[src/rtl/gate_consts.svh]
// Overview of operation
// - Two-bit source field in control bits 1:0 picks one of four gate sources.
// - Code 00 pin, 01 aux match pulse, 10 comparator one, 11 comparator two.
// - Polarity bit 6 of the control register applies to the chosen source.
// - Pin source passes the external pin level into the gate logic.
// - Aux timer counts up to its period, then clears to zero next increment.
// - Each aux rollover makes a gate pulse high for exactly one cycle.
// - Match source, polarity 1: timer counts only the cycle after a match.
// - Match source, polarity 0: timer counts every cycle except after a match.
// - Comparator one source follows comparator status bit 6 transitions.
// - Comparator two source follows comparator status bit 7 transitions.
// - Toggle mode flip-flop inverts on each rising gate edge, measuring a period.
// - Toggle mode is enabled by control register bit 5.
// - With toggle disabled the toggle flip-flop is cleared and held clear.
// - Gate value flag shows the final gate level one cycle later, whether or not timer_on lets the timer count.
`ifndef GATE_CONSTS_SVH
`define GATE_CONSTS_SVH
`define GATE_SRC_LSB      0
`define GATE_SRC_MSB      1
`define GATE_TOGGLE_BIT   5
`define GATE_POL_BIT      6
`define CMP_ONE_BIT       6
`define CMP_TWO_BIT       7
`define SRC_PIN           2'h0
`define SRC_AUX           2'h1
`define SRC_CMP1          2'h2
`define SRC_CMP2          2'h3
`define AUX_ZERO          8'h00
`define TIMER_ZERO        16'h0000
`endif

[src/rtl/gate_pkg.sv]
package gate_pkg;
   typedef struct packed {
      logic       polarity;
      logic       toggle_en;
      logic [1:0] source;
   } gate_cfg_t;
endpackage

[src/rtl/aux_period_timer.sv]
`timescale 1ns/10ps
`include "gate_consts.svh"
module aux_period_timer #(
   parameter int WIDTH = 8
) (
   input  wire logic             clk_sys,
   input  wire logic             reset_n,
   input  wire logic             aux_inc,
   input  wire logic [WIDTH-1:0] aux_period,
   output logic      [WIDTH-1:0] aux_timer_count,
   output logic                  match_pulse
);
   wire logic at_period;
   assign at_period = (aux_timer_count == aux_period);
   always_ff @(posedge clk_sys or negedge reset_n) begin
      if (!reset_n) begin
         aux_timer_count <= '0;
         match_pulse     <= 1'b0;
      end else begin
         match_pulse <= aux_inc && at_period;
         if (aux_inc) begin
            aux_timer_count <= at_period ? WIDTH'(`AUX_ZERO)
                                         : aux_timer_count + 1'b1;
         end
      end
   end
   AST_RESET_ON_MATCH: assert property (@(posedge clk_sys) disable iff (!reset_n)
      aux_inc && at_period |=> aux_timer_count == '0)
      else $error("aux timer did not clear after match");
   AST_PULSE_ONE_CYCLE: assert property (@(posedge clk_sys) disable iff (!reset_n)
      $rose(match_pulse) |=> !match_pulse || $past(aux_inc && at_period))
      else $error("match pulse too long");
endmodule // aux_period_timer

[src/rtl/gate_toggle.sv]
`timescale 1ns/10ps
module gate_toggle (
   input  wire logic clk_sys,
   input  wire logic reset_n,
   input  wire logic toggle_en,
   input  wire logic gate_in,
   output logic      gate_out
);
   logic gate_prev_r;
   logic toggle_r;
   wire logic rise;
   assign rise     = gate_in && !gate_prev_r;
   assign gate_out = toggle_en ? toggle_r : gate_in;
   always_ff @(posedge clk_sys or negedge reset_n) begin
      if (!reset_n) begin
         gate_prev_r <= 1'b0;
         toggle_r    <= 1'b0;
      end else begin
         gate_prev_r <= gate_in;
         if (!toggle_en) begin
            toggle_r <= 1'b0;
         end else if (rise) begin
            toggle_r <= !toggle_r;
         end
      end
   end
   AST_TOGGLE_HELD: assert property (@(posedge clk_sys) disable iff (!reset_n)
      !toggle_en |=> !toggle_r)
      else $error("toggle flop not held clear");
   AST_TOGGLE_FLIP: assert property (@(posedge clk_sys) disable iff (!reset_n)
      toggle_en && rise |=> toggle_r != $past(toggle_r) || !toggle_en)
      else $error("toggle flop did not invert");
endmodule // gate_toggle

[src/rtl/timer_gate_source_toggle.sv]
`timescale 1ns/10ps
`include "gate_consts.svh"
module timer_gate_source_toggle #(
   parameter int TWIDTH = 16,
   parameter int AWIDTH = 8
) (
   input  wire logic              clk_sys,
   input  wire logic              reset_n,
   input  wire logic [7:0]        gate_control_reg,
   input  wire logic              gate_control_we,
   input  wire logic [7:0]        comparator_status_reg,
   input  wire logic              external_gate_pin,
   input  wire logic              aux_inc,
   input  wire logic [AWIDTH-1:0] aux_period,
   input  wire logic              timer_on,
   output logic      [TWIDTH-1:0] gated_timer,
   output logic      [AWIDTH-1:0] aux_timer_count,
   output logic                   gate_value_flag,
   output gate_pkg::gate_cfg_t    gate_cfg
);
   gate_pkg::gate_cfg_t cfg_r;
   logic pin_meta_r;
   logic pin_sync_r;
   logic cmp1_meta_r;
   logic cmp1_sync_r;
   logic cmp2_meta_r;
   logic cmp2_sync_r;
   logic gate_val_r;
   wire logic match_pulse;
   wire logic src_raw;
   wire logic src_pol;
   wire logic gate_final;
   wire logic count_en;
   wire logic sel_pin;
   wire logic sel_aux;
   wire logic sel_cmp1;
   wire logic sel_cmp2;

   // Configuration capture
   always_ff @(posedge clk_sys or negedge reset_n) begin
      if (!reset_n) begin
         cfg_r <= '0;
      end else if (gate_control_we) begin
         cfg_r.source    <= gate_control_reg[`GATE_SRC_MSB:`GATE_SRC_LSB];
         cfg_r.polarity  <= gate_control_reg[`GATE_POL_BIT];
         cfg_r.toggle_en <= gate_control_reg[`GATE_TOGGLE_BIT];
      end
   end
   assign gate_cfg = cfg_r;

   // Synchronisers for asynchronous sources
   always_ff @(posedge clk_sys or negedge reset_n) begin
      if (!reset_n) begin
         pin_meta_r  <= 1'b0;
         pin_sync_r  <= 1'b0;
         cmp1_meta_r <= 1'b0;
         cmp1_sync_r <= 1'b0;
         cmp2_meta_r <= 1'b0;
         cmp2_sync_r <= 1'b0;
      end else begin
         pin_meta_r  <= external_gate_pin;
         pin_sync_r  <= pin_meta_r;
         cmp1_meta_r <= comparator_status_reg[`CMP_ONE_BIT];
         cmp1_sync_r <= cmp1_meta_r;
         cmp2_meta_r <= comparator_status_reg[`CMP_TWO_BIT];
         cmp2_sync_r <= cmp2_meta_r;
      end
   end

   aux_period_timer #(
      .WIDTH(AWIDTH)
   ) u_aux (
      .clk_sys         (clk_sys),
      .reset_n         (reset_n),
      .aux_inc         (aux_inc),
      .aux_period      (aux_period),
      .aux_timer_count (aux_timer_count),
      .match_pulse     (match_pulse)
   );

   // Source code decode
   function automatic logic src_is(input logic [1:0] sel, input logic [1:0] code);
      return (sel == code);
   endfunction

   assign sel_pin  = src_is(cfg_r.source, `SRC_PIN);
   assign sel_aux  = src_is(cfg_r.source, `SRC_AUX);
   assign sel_cmp1 = src_is(cfg_r.source, `SRC_CMP1);
   assign sel_cmp2 = src_is(cfg_r.source, `SRC_CMP2);

   // Source selection
   assign src_raw = sel_pin  ? pin_sync_r :
                    sel_aux  ? match_pulse :
                    sel_cmp1 ? cmp1_sync_r :
                               cmp2_sync_r;
   assign src_pol = cfg_r.polarity ? src_raw : !src_raw;

   gate_toggle u_toggle (
      .clk_sys   (clk_sys),
      .reset_n   (reset_n),
      .toggle_en (cfg_r.toggle_en),
      .gate_in   (src_pol),
      .gate_out  (gate_final)
   );

   assign count_en = timer_on && gate_final;

   always_ff @(posedge clk_sys or negedge reset_n) begin
      if (!reset_n) begin
         gated_timer <= TWIDTH'(`TIMER_ZERO);
         gate_val_r  <= 1'b0;
      end else begin
         gate_val_r <= gate_final;
         if (count_en) begin
            gated_timer <= gated_timer + 1'b1;
         end
      end
   end
   assign gate_value_flag = gate_val_r;

   // Counting checks
   AST_COUNT_ONLY_GATED: assert property (@(posedge clk_sys) disable iff (!reset_n)
      !count_en |=> $stable(gated_timer))
      else $error("timer moved with gate inactive");

   AST_COUNT_WHEN_GATED: assert property (@(posedge clk_sys) disable iff (!reset_n)
      count_en |=> gated_timer == $past(gated_timer) + 1'b1)
      else $error("timer did not advance");

   AST_TIMER_OFF: assert property (@(posedge clk_sys) disable iff (!reset_n)
      !timer_on
      |=> $stable(gated_timer))
      else $error("timer moved while switched off");

   AST_PIN_COUNT: assert property (@(posedge clk_sys) disable iff (!reset_n)
      sel_pin && cfg_r.polarity && !cfg_r.toggle_en && timer_on && pin_sync_r
      |=> gated_timer == $past(gated_timer) + 1'b1)
      else $error("pin gate did not count");

   AST_CMP1_COUNT: assert property (@(posedge clk_sys) disable iff (!reset_n)
      sel_cmp1 && cfg_r.polarity && !cfg_r.toggle_en && timer_on && cmp1_sync_r
      |=> gated_timer == $past(gated_timer) + 1'b1)
      else $error("comparator one gate did not count");

   AST_CMP2_COUNT: assert property (@(posedge clk_sys) disable iff (!reset_n)
      sel_cmp2 && cfg_r.polarity && !cfg_r.toggle_en && timer_on && cmp2_sync_r
      |=> gated_timer == $past(gated_timer) + 1'b1)
      else $error("comparator two gate did not count");

   AST_MATCH_COUNT: assert property (@(posedge clk_sys) disable iff (!reset_n)
      sel_aux && cfg_r.polarity && !cfg_r.toggle_en && timer_on && match_pulse
      |=> gated_timer == $past(gated_timer) + 1'b1)
      else $error("timer missed the match cycle");

   AST_MATCH_HOLD: assert property (@(posedge clk_sys) disable iff (!reset_n)
      sel_aux && !cfg_r.polarity && !cfg_r.toggle_en && match_pulse
      |=> $stable(gated_timer))
      else $error("timer counted in the match cycle");

   // Gate value flag
   AST_FLAG_FOLLOWS: assert property (@(posedge clk_sys) disable iff (!reset_n)
      1'b1 |=> gate_value_flag == $past(gate_final))
      else $error("gate value flag wrong");

   AST_FLAG_HIGH: assert property (@(posedge clk_sys) disable iff (!reset_n)
      gate_final
      |=> gate_value_flag)
      else $error("gate value flag not set");

   AST_FLAG_LOW: assert property (@(posedge clk_sys) disable iff (!reset_n)
      !gate_final
      |=> !gate_value_flag)
      else $error("gate value flag not clear");

   // Match pulse path
   AST_MATCH_POL1: assert property (@(posedge clk_sys) disable iff (!reset_n)
      sel_aux && cfg_r.polarity && !cfg_r.toggle_en
      |-> gate_final == match_pulse)
      else $error("match gate polarity one wrong");

   AST_MATCH_POL0: assert property (@(posedge clk_sys) disable iff (!reset_n)
      sel_aux && !cfg_r.polarity && !cfg_r.toggle_en
      |-> gate_final == !match_pulse)
      else $error("match gate polarity zero wrong");

   AST_AUX_PULSE: assert property (@(posedge clk_sys) disable iff (!reset_n)
      aux_inc && aux_timer_count == aux_period
      |=> match_pulse)
      else $error("match pulse missing after rollover");

   AST_AUX_NO_PULSE: assert property (@(posedge clk_sys) disable iff (!reset_n)
      !(aux_inc && aux_timer_count == aux_period)
      |=> !match_pulse)
      else $error("match pulse without rollover");

   // Source and polarity paths
   AST_PIN_PATH: assert property (@(posedge clk_sys) disable iff (!reset_n)
      cfg_r.source == `SRC_PIN && cfg_r.polarity |-> src_raw == pin_sync_r)
      else $error("pin source not routed");

   AST_SEL_PIN: assert property (@(posedge clk_sys) disable iff (!reset_n)
      sel_pin
      |-> src_raw == pin_sync_r)
      else $error("pin source not selected");

   AST_SEL_AUX: assert property (@(posedge clk_sys) disable iff (!reset_n)
      sel_aux
      |-> src_raw == match_pulse)
      else $error("match pulse source not selected");

   AST_SEL_CMP1: assert property (@(posedge clk_sys) disable iff (!reset_n)
      sel_cmp1
      |-> src_raw == cmp1_sync_r)
      else $error("comparator one not routed");

   AST_CMP_PATH: assert property (@(posedge clk_sys) disable iff (!reset_n)
      cfg_r.source == `SRC_CMP2 |-> src_raw == cmp2_sync_r)
      else $error("comparator two not routed");

   AST_SEL_ONEHOT: assert property (@(posedge clk_sys) disable iff (!reset_n)
      1'b1
      |-> $onehot({sel_pin, sel_aux, sel_cmp1, sel_cmp2}))
      else $error("source decode not one-hot");

   AST_POL_HIGH: assert property (@(posedge clk_sys) disable iff (!reset_n)
      cfg_r.polarity
      |-> src_pol == src_raw)
      else $error("polarity one altered the source");

   AST_POL_LOW: assert property (@(posedge clk_sys) disable iff (!reset_n)
      !cfg_r.polarity
      |-> src_pol != src_raw)
      else $error("polarity zero did not invert");

   AST_ROUTE_DIRECT: assert property (@(posedge clk_sys) disable iff (!reset_n)
      !cfg_r.toggle_en
      |-> gate_final == src_pol)
      else $error("gate not direct with toggle off");

   AST_TOGGLE_START: assert property (@(posedge clk_sys) disable iff (!reset_n)
      !cfg_r.toggle_en ##1 cfg_r.toggle_en
      |-> !gate_final)
      else $error("toggle mode did not start clear");

   // Synchroniser stages
   AST_PIN_META: assert property (@(posedge clk_sys) disable iff (!reset_n)
      1'b1
      |=> pin_meta_r == $past(external_gate_pin))
      else $error("pin first stage wrong");

   AST_PIN_SYNC: assert property (@(posedge clk_sys) disable iff (!reset_n)
      1'b1
      |=> pin_sync_r == $past(pin_meta_r))
      else $error("pin second stage wrong");

   AST_CMP1_SYNC: assert property (@(posedge clk_sys) disable iff (!reset_n)
      1'b1
      |=> cmp1_sync_r == $past(cmp1_meta_r))
      else $error("comparator one stage wrong");

   AST_CMP2_SYNC: assert property (@(posedge clk_sys) disable iff (!reset_n)
      1'b1
      |=> cmp2_sync_r == $past(cmp2_meta_r))
      else $error("comparator two stage wrong");

   // Configuration load and hold
   AST_CFG_LOAD: assert property (@(posedge clk_sys) disable iff (!reset_n)
      gate_control_we |=> cfg_r.source == $past(gate_control_reg[1:0]))
      else $error("source select not loaded");

   AST_CFG_POL_LOAD: assert property (@(posedge clk_sys) disable iff (!reset_n)
      gate_control_we
      |=> cfg_r.polarity == $past(gate_control_reg[`GATE_POL_BIT]))
      else $error("polarity not loaded");

   AST_CFG_TOG_LOAD: assert property (@(posedge clk_sys) disable iff (!reset_n)
      gate_control_we
      |=> cfg_r.toggle_en == $past(gate_control_reg[`GATE_TOGGLE_BIT]))
      else $error("toggle enable not loaded");

   AST_CFG_HOLD: assert property (@(posedge clk_sys) disable iff (!reset_n)
      !gate_control_we
      |=> $stable(cfg_r))
      else $error("configuration changed without write");

   // Coverage
   COV_AUX_COUNT: cover property (@(posedge clk_sys) disable iff (!reset_n)
      cfg_r.source == `SRC_AUX && count_en);

   COV_AUX_POL0: cover property (@(posedge clk_sys) disable iff (!reset_n)
      sel_aux && !cfg_r.polarity && count_en);

   COV_TOGGLE: cover property (@(posedge clk_sys) disable iff (!reset_n)
      cfg_r.toggle_en && $rose(gate_final));

   COV_CMP1: cover property (@(posedge clk_sys) disable iff (!reset_n)
      cfg_r.source == `SRC_CMP1 && count_en);

   COV_CMP2: cover property (@(posedge clk_sys) disable iff (!reset_n)
      sel_cmp2 && count_en);
endmodule // timer_gate_source_toggle

[config.mk]
export PLATFORM = sky130hd
export DESIGN_NAME = timer_gate_source_toggle
export DESIGN_NICKNAME = d
export VERILOG_FILES = /design/src/rtl/gate_pkg.sv /design/src/rtl/aux_period_timer.sv /design/src/rtl/gate_toggle.sv /design/src/rtl/timer_gate_source_toggle.sv
export VERILOG_INCLUDE_DIRS = /design/src /design/src/rtl
export SDC_FILE = /design/constraint.sdc
export NUM_CORES = 1
export LEC_CHECK = 0
export BUFFER_PORTS_ARGS = -buffer_cell sky130_fd_sc_hd__buf_2
export CORE_ASPECT_RATIO = 2
export CORE_MARGIN = 2
export CORE_UTILIZATION = 35
export DETAILED_ROUTE_END_ITERATION = 10
export HOLD_SLACK_MARGIN = 0.02
export MAX_ROUTING_LAYER = met4
export PLACE_DENSITY_LB_ADDON = 0.3
export SLEW_MARGIN = 40
export SYNTH_ARGS = -nofsm -noshare
export SYNTH_HDL_FRONTEND = slang
export SYNTH_SLANG_ARGS = --single-unit
[constraint.sdc]
create_clock -name clk_sys -period 2.25 [get_ports clk_sys]
set_input_delay 0.5625 -clock clk_sys [delete_from_list [all_inputs] [get_ports clk_sys]]
set_output_delay 0.5625 -clock clk_sys [all_outputs]
set_load 0.05 [all_outputs]
==> run_results.csv <==
group,metric,value,unit
floorplan,core,0.00464,mm²
critical_path,r2r_end,"gated_timer[9]",
sta,finalCritPeriodShare,0.866,
clock_tree,cts_sinks,38,
drt,drc_errors,0,
synthesis,synth_area,0.00170,mm²
clock_tree,cts_tree,"yes",
sta,worst_pin_slew,524,ps
global_routing,grt_use_met1,0.137,
clock_tree,cts-root-buf,"clkbuf_8",
synthesis,synthTopCellsByArea,"dfrtp_1 56%, xnor2_1 13%, nand3_1 3.5%, mux2_2 3.3%, and3_1 2.9%",
layout,regArea,951,µm²
placement,io_buffers,48,
clock_tree,clk_pin_slew,70,ps
run,max_cap_viol_count,0,
critical_path,r2r_cells,6,
clock_tree,cts_setup_buffers,0,
critical_path,crit_chain,"mux4_2 > xor2_2 > o21ai_4 > buf_4 > nand4_1 > xnor2_1",
synthesis,syn_nets,174,
critical_path,cp.required,2430,ps
critical_path,cp-start-kind,"flip-flop",
global_routing,grt_pass1_wl,5.48,mm
power_and_ir_drop,power_leakage,0.00101,µW
synthesis,yosysWarnings,0,
sta,hold_slack,243,ps
synthesis,ys_seq_area_frac,0.560,
layout,layout.nets,228,
run_status,outcome,"complete, no violations",
floorplan,ios,59,
floorplan,initial_core_util,0.366,
critical_path,path_buf_inv,1,
global_routing,grt_max_degree,24,
drt,antenna_left,0,
global_routing,top_usage_layer,"met2",
global_routing,grt_util_met3,0.0304,
synthesis,yosysTopAreaCellShare,0.560,
floorplan,dieArea,0.00546,mm²
sta,hold_viol_final,0,
critical_path,crit_slowest_cell,"mux4_2",
global_routing,met2_usage,0.255,
drt,first_pass_iters,3,
layout,area_growth,24.4,%
clock_tree,ctsLongestPathBuffers,2,
sta,slew_headroom,0.651,
floorplan,rows,35,
clock_tree,cts_buffers,5,
global_routing,gr-total-overflow,0,
global_routing,antenna_found_initial,0,
layout,fillers,481,
hold_path,hold_class,"input port to async pin",
synthesis,syn_avg_cell_area,12.0,µm²
global_routing,grt.total_usage,0.143,
sta,slew_viol_final,0,
critical_path,r2r_slack,300,ps
power_and_ir_drop,power_density,1070,mW/mm²
critical_path,cp_data_arrival_time,2120,ps
clock_tree,cts_hold_buf,0,
placement,place_ws,297,ps
drt,initialDrtViolationCount,14,
drt,wl_per_cell,12.9,µm
synthesis,synth.distinct_cells,26,
synthesis,ys_ff_latch,38,
placement,place_congestion,0.701,
critical_path,crit_cells,6,
floorplan,chipWidth,53.3,µm
layout,drive_gt1_frac,0.340,
placement,placed_area,0.00200,mm²
floorplan,fp.dieH,103,µm
sta,max_freq,513,MHz
synthesis,synthCells,142,
sta,rsz0062_at_grt,"false",
sta,finalSetupTns,0,ps
sta,worst_slack,301,ps
placement,dpl.hpwl,2.55,mm
layout,layout_commonest_cell,"buf_2",
critical_path,crit_family,"multiplexers",
layout,multi_input_area,714,µm²
sta,skew,4.50,ps
sta,setup_viol,0,
clock_tree,worstSkewPairLatency,290,ps
clock_tree,cts_resized,0,
power_and_ir_drop,max-vdd-ir-drop,0.000656,V
global_routing,grt_pass1_vias,1244,
synthesis,synth_area_leader_cell,"dfrtp_1",
drt,vias,1253,
critical_path,crit_fanout,9,
drt,wl,3.26,mm
layout,fin_area,0.00211,mm²
clock_tree,cts-htree-levels,2,
critical_path,path_class,"flip-flop to flip-flop",
layout,diodes,0,
critical_path,max_stage_delay,530,ps
critical_path,cp-end-kind,"flip-flop",
critical_path,r2r-start,"gate_cfg[0]",
drt,viasPerCell,4.97,
sta,fin_crit,1950,ps
layout,mostFrequentLayoutCells,"48 x buf_2, 38 x dfrtp_1, 25 x xnor2_1",
-- worst max path at each step --
stage                startpoint             end  slack, ps
CTS                 gate_cfg[0]  gated_timer[9]        270
finish              gate_cfg[0]  gated_timer[9]        300
floorplan           gate_cfg[0]  gated_timer[5]        110
global route        gate_cfg[0]  gated_timer[9]        200
detailed placement  gate_cfg[0]  gated_timer[9]        300
global placement    gate_cfg[0]  gated_timer[9]        310
-- routing by layer --
layer	wire, µm	vias to the layer above
li1	-	600
met1	1150	611
met2	1870	35
met3	158	7
met4	85	0
met5	0	-
-- cell families after synthesis --
family | Yosys count | share of synthesized area
simple gates | 53 | 0.169
flops | 38 | 0.560
xor+xnor | 28 | 0.149
compound gates | 8 | 0.0354
mux | 7 | 0.0523
buf+inv | 6 | 0.0199
fa+ha+maj | 2 | 0.0147
-- where the power goes --
group          leakage (µW)  switching [µW]  internal, µW
Sequential         0.000485             138           794
Combinational      0.000466             525           236
Clock             0.0000579             235           326
-- through the flow --
| step | cells | total power, µW | utilization |
|---|---|---|---|
| 6_report | 252 | 2250 | 0.455 |
| 4_1_cts | 252 | 2290 | 0.455 |
| 2_1_floorplan | 142 | 1510 | - |
| 3_3_place_gp | 244 | 1710 | 0.432 |
| 3_5_place_dp | 244 | 1710 | 0.432 |
| 5_1_grt | 252 | 2380 | 0.455 |
-- sequential cells by signal, indices dropped and copies added (netlist names) --
register	cells
cmp1_meta_r	1
cmp1_sync_r	1
cmp2_meta_r	1
cmp2_sync_r	1
gate_cfg	4
gate_value_flag	1
gated_timer	16
pin_meta_r	1
pin_sync_r	1
u_aux.aux_timer_count	8
u_aux.match_pulse	1
u_toggle.gate_prev_r	1
u_toggle.toggle_r	1
-- final cells by class --
class	count	area share
clock buffer	5	0.0326
clock inverter	3	0.0189
inverter	2	0.00355
multi-input combinational	98	0.338
sequential	38	0.450
tap	55	0.0326
timing repair buffer	51	0.124
-- synth_stat cells --
master,n
and2_1,1
and3_1,8
and4_1,4
buf_4,1
buf_6,1
clkbuf_1,2
dfrtp_1,38
ha_1,2
inv_1,2
mux2_2,5
mux2i_1,1
mux4_2,1
nand2_1,6
nand2b_1,2
nand3_1,12
nand3b_1,1
nand4_1,8
nor2_1,9
nor3_1,2
o21ai_0,4
o21ai_4,1
o22ai_1,1
o2bb2ai_1,2
xnor2_1,25
xor2_1,2
xor2_2,1
-- worst register-to-register path: cells and delay by family (launching register included) --
kind                   cells  cell delay [ps]
XOR/XNOR                   2              330
flip-flops                 1              390
buffers and inverters      1              210
AO/OA/AOI/OAI              1              260
multiplexers               1              530
AND/OR/NAND/NOR            1              110
(Power assumes the default switching activity.)
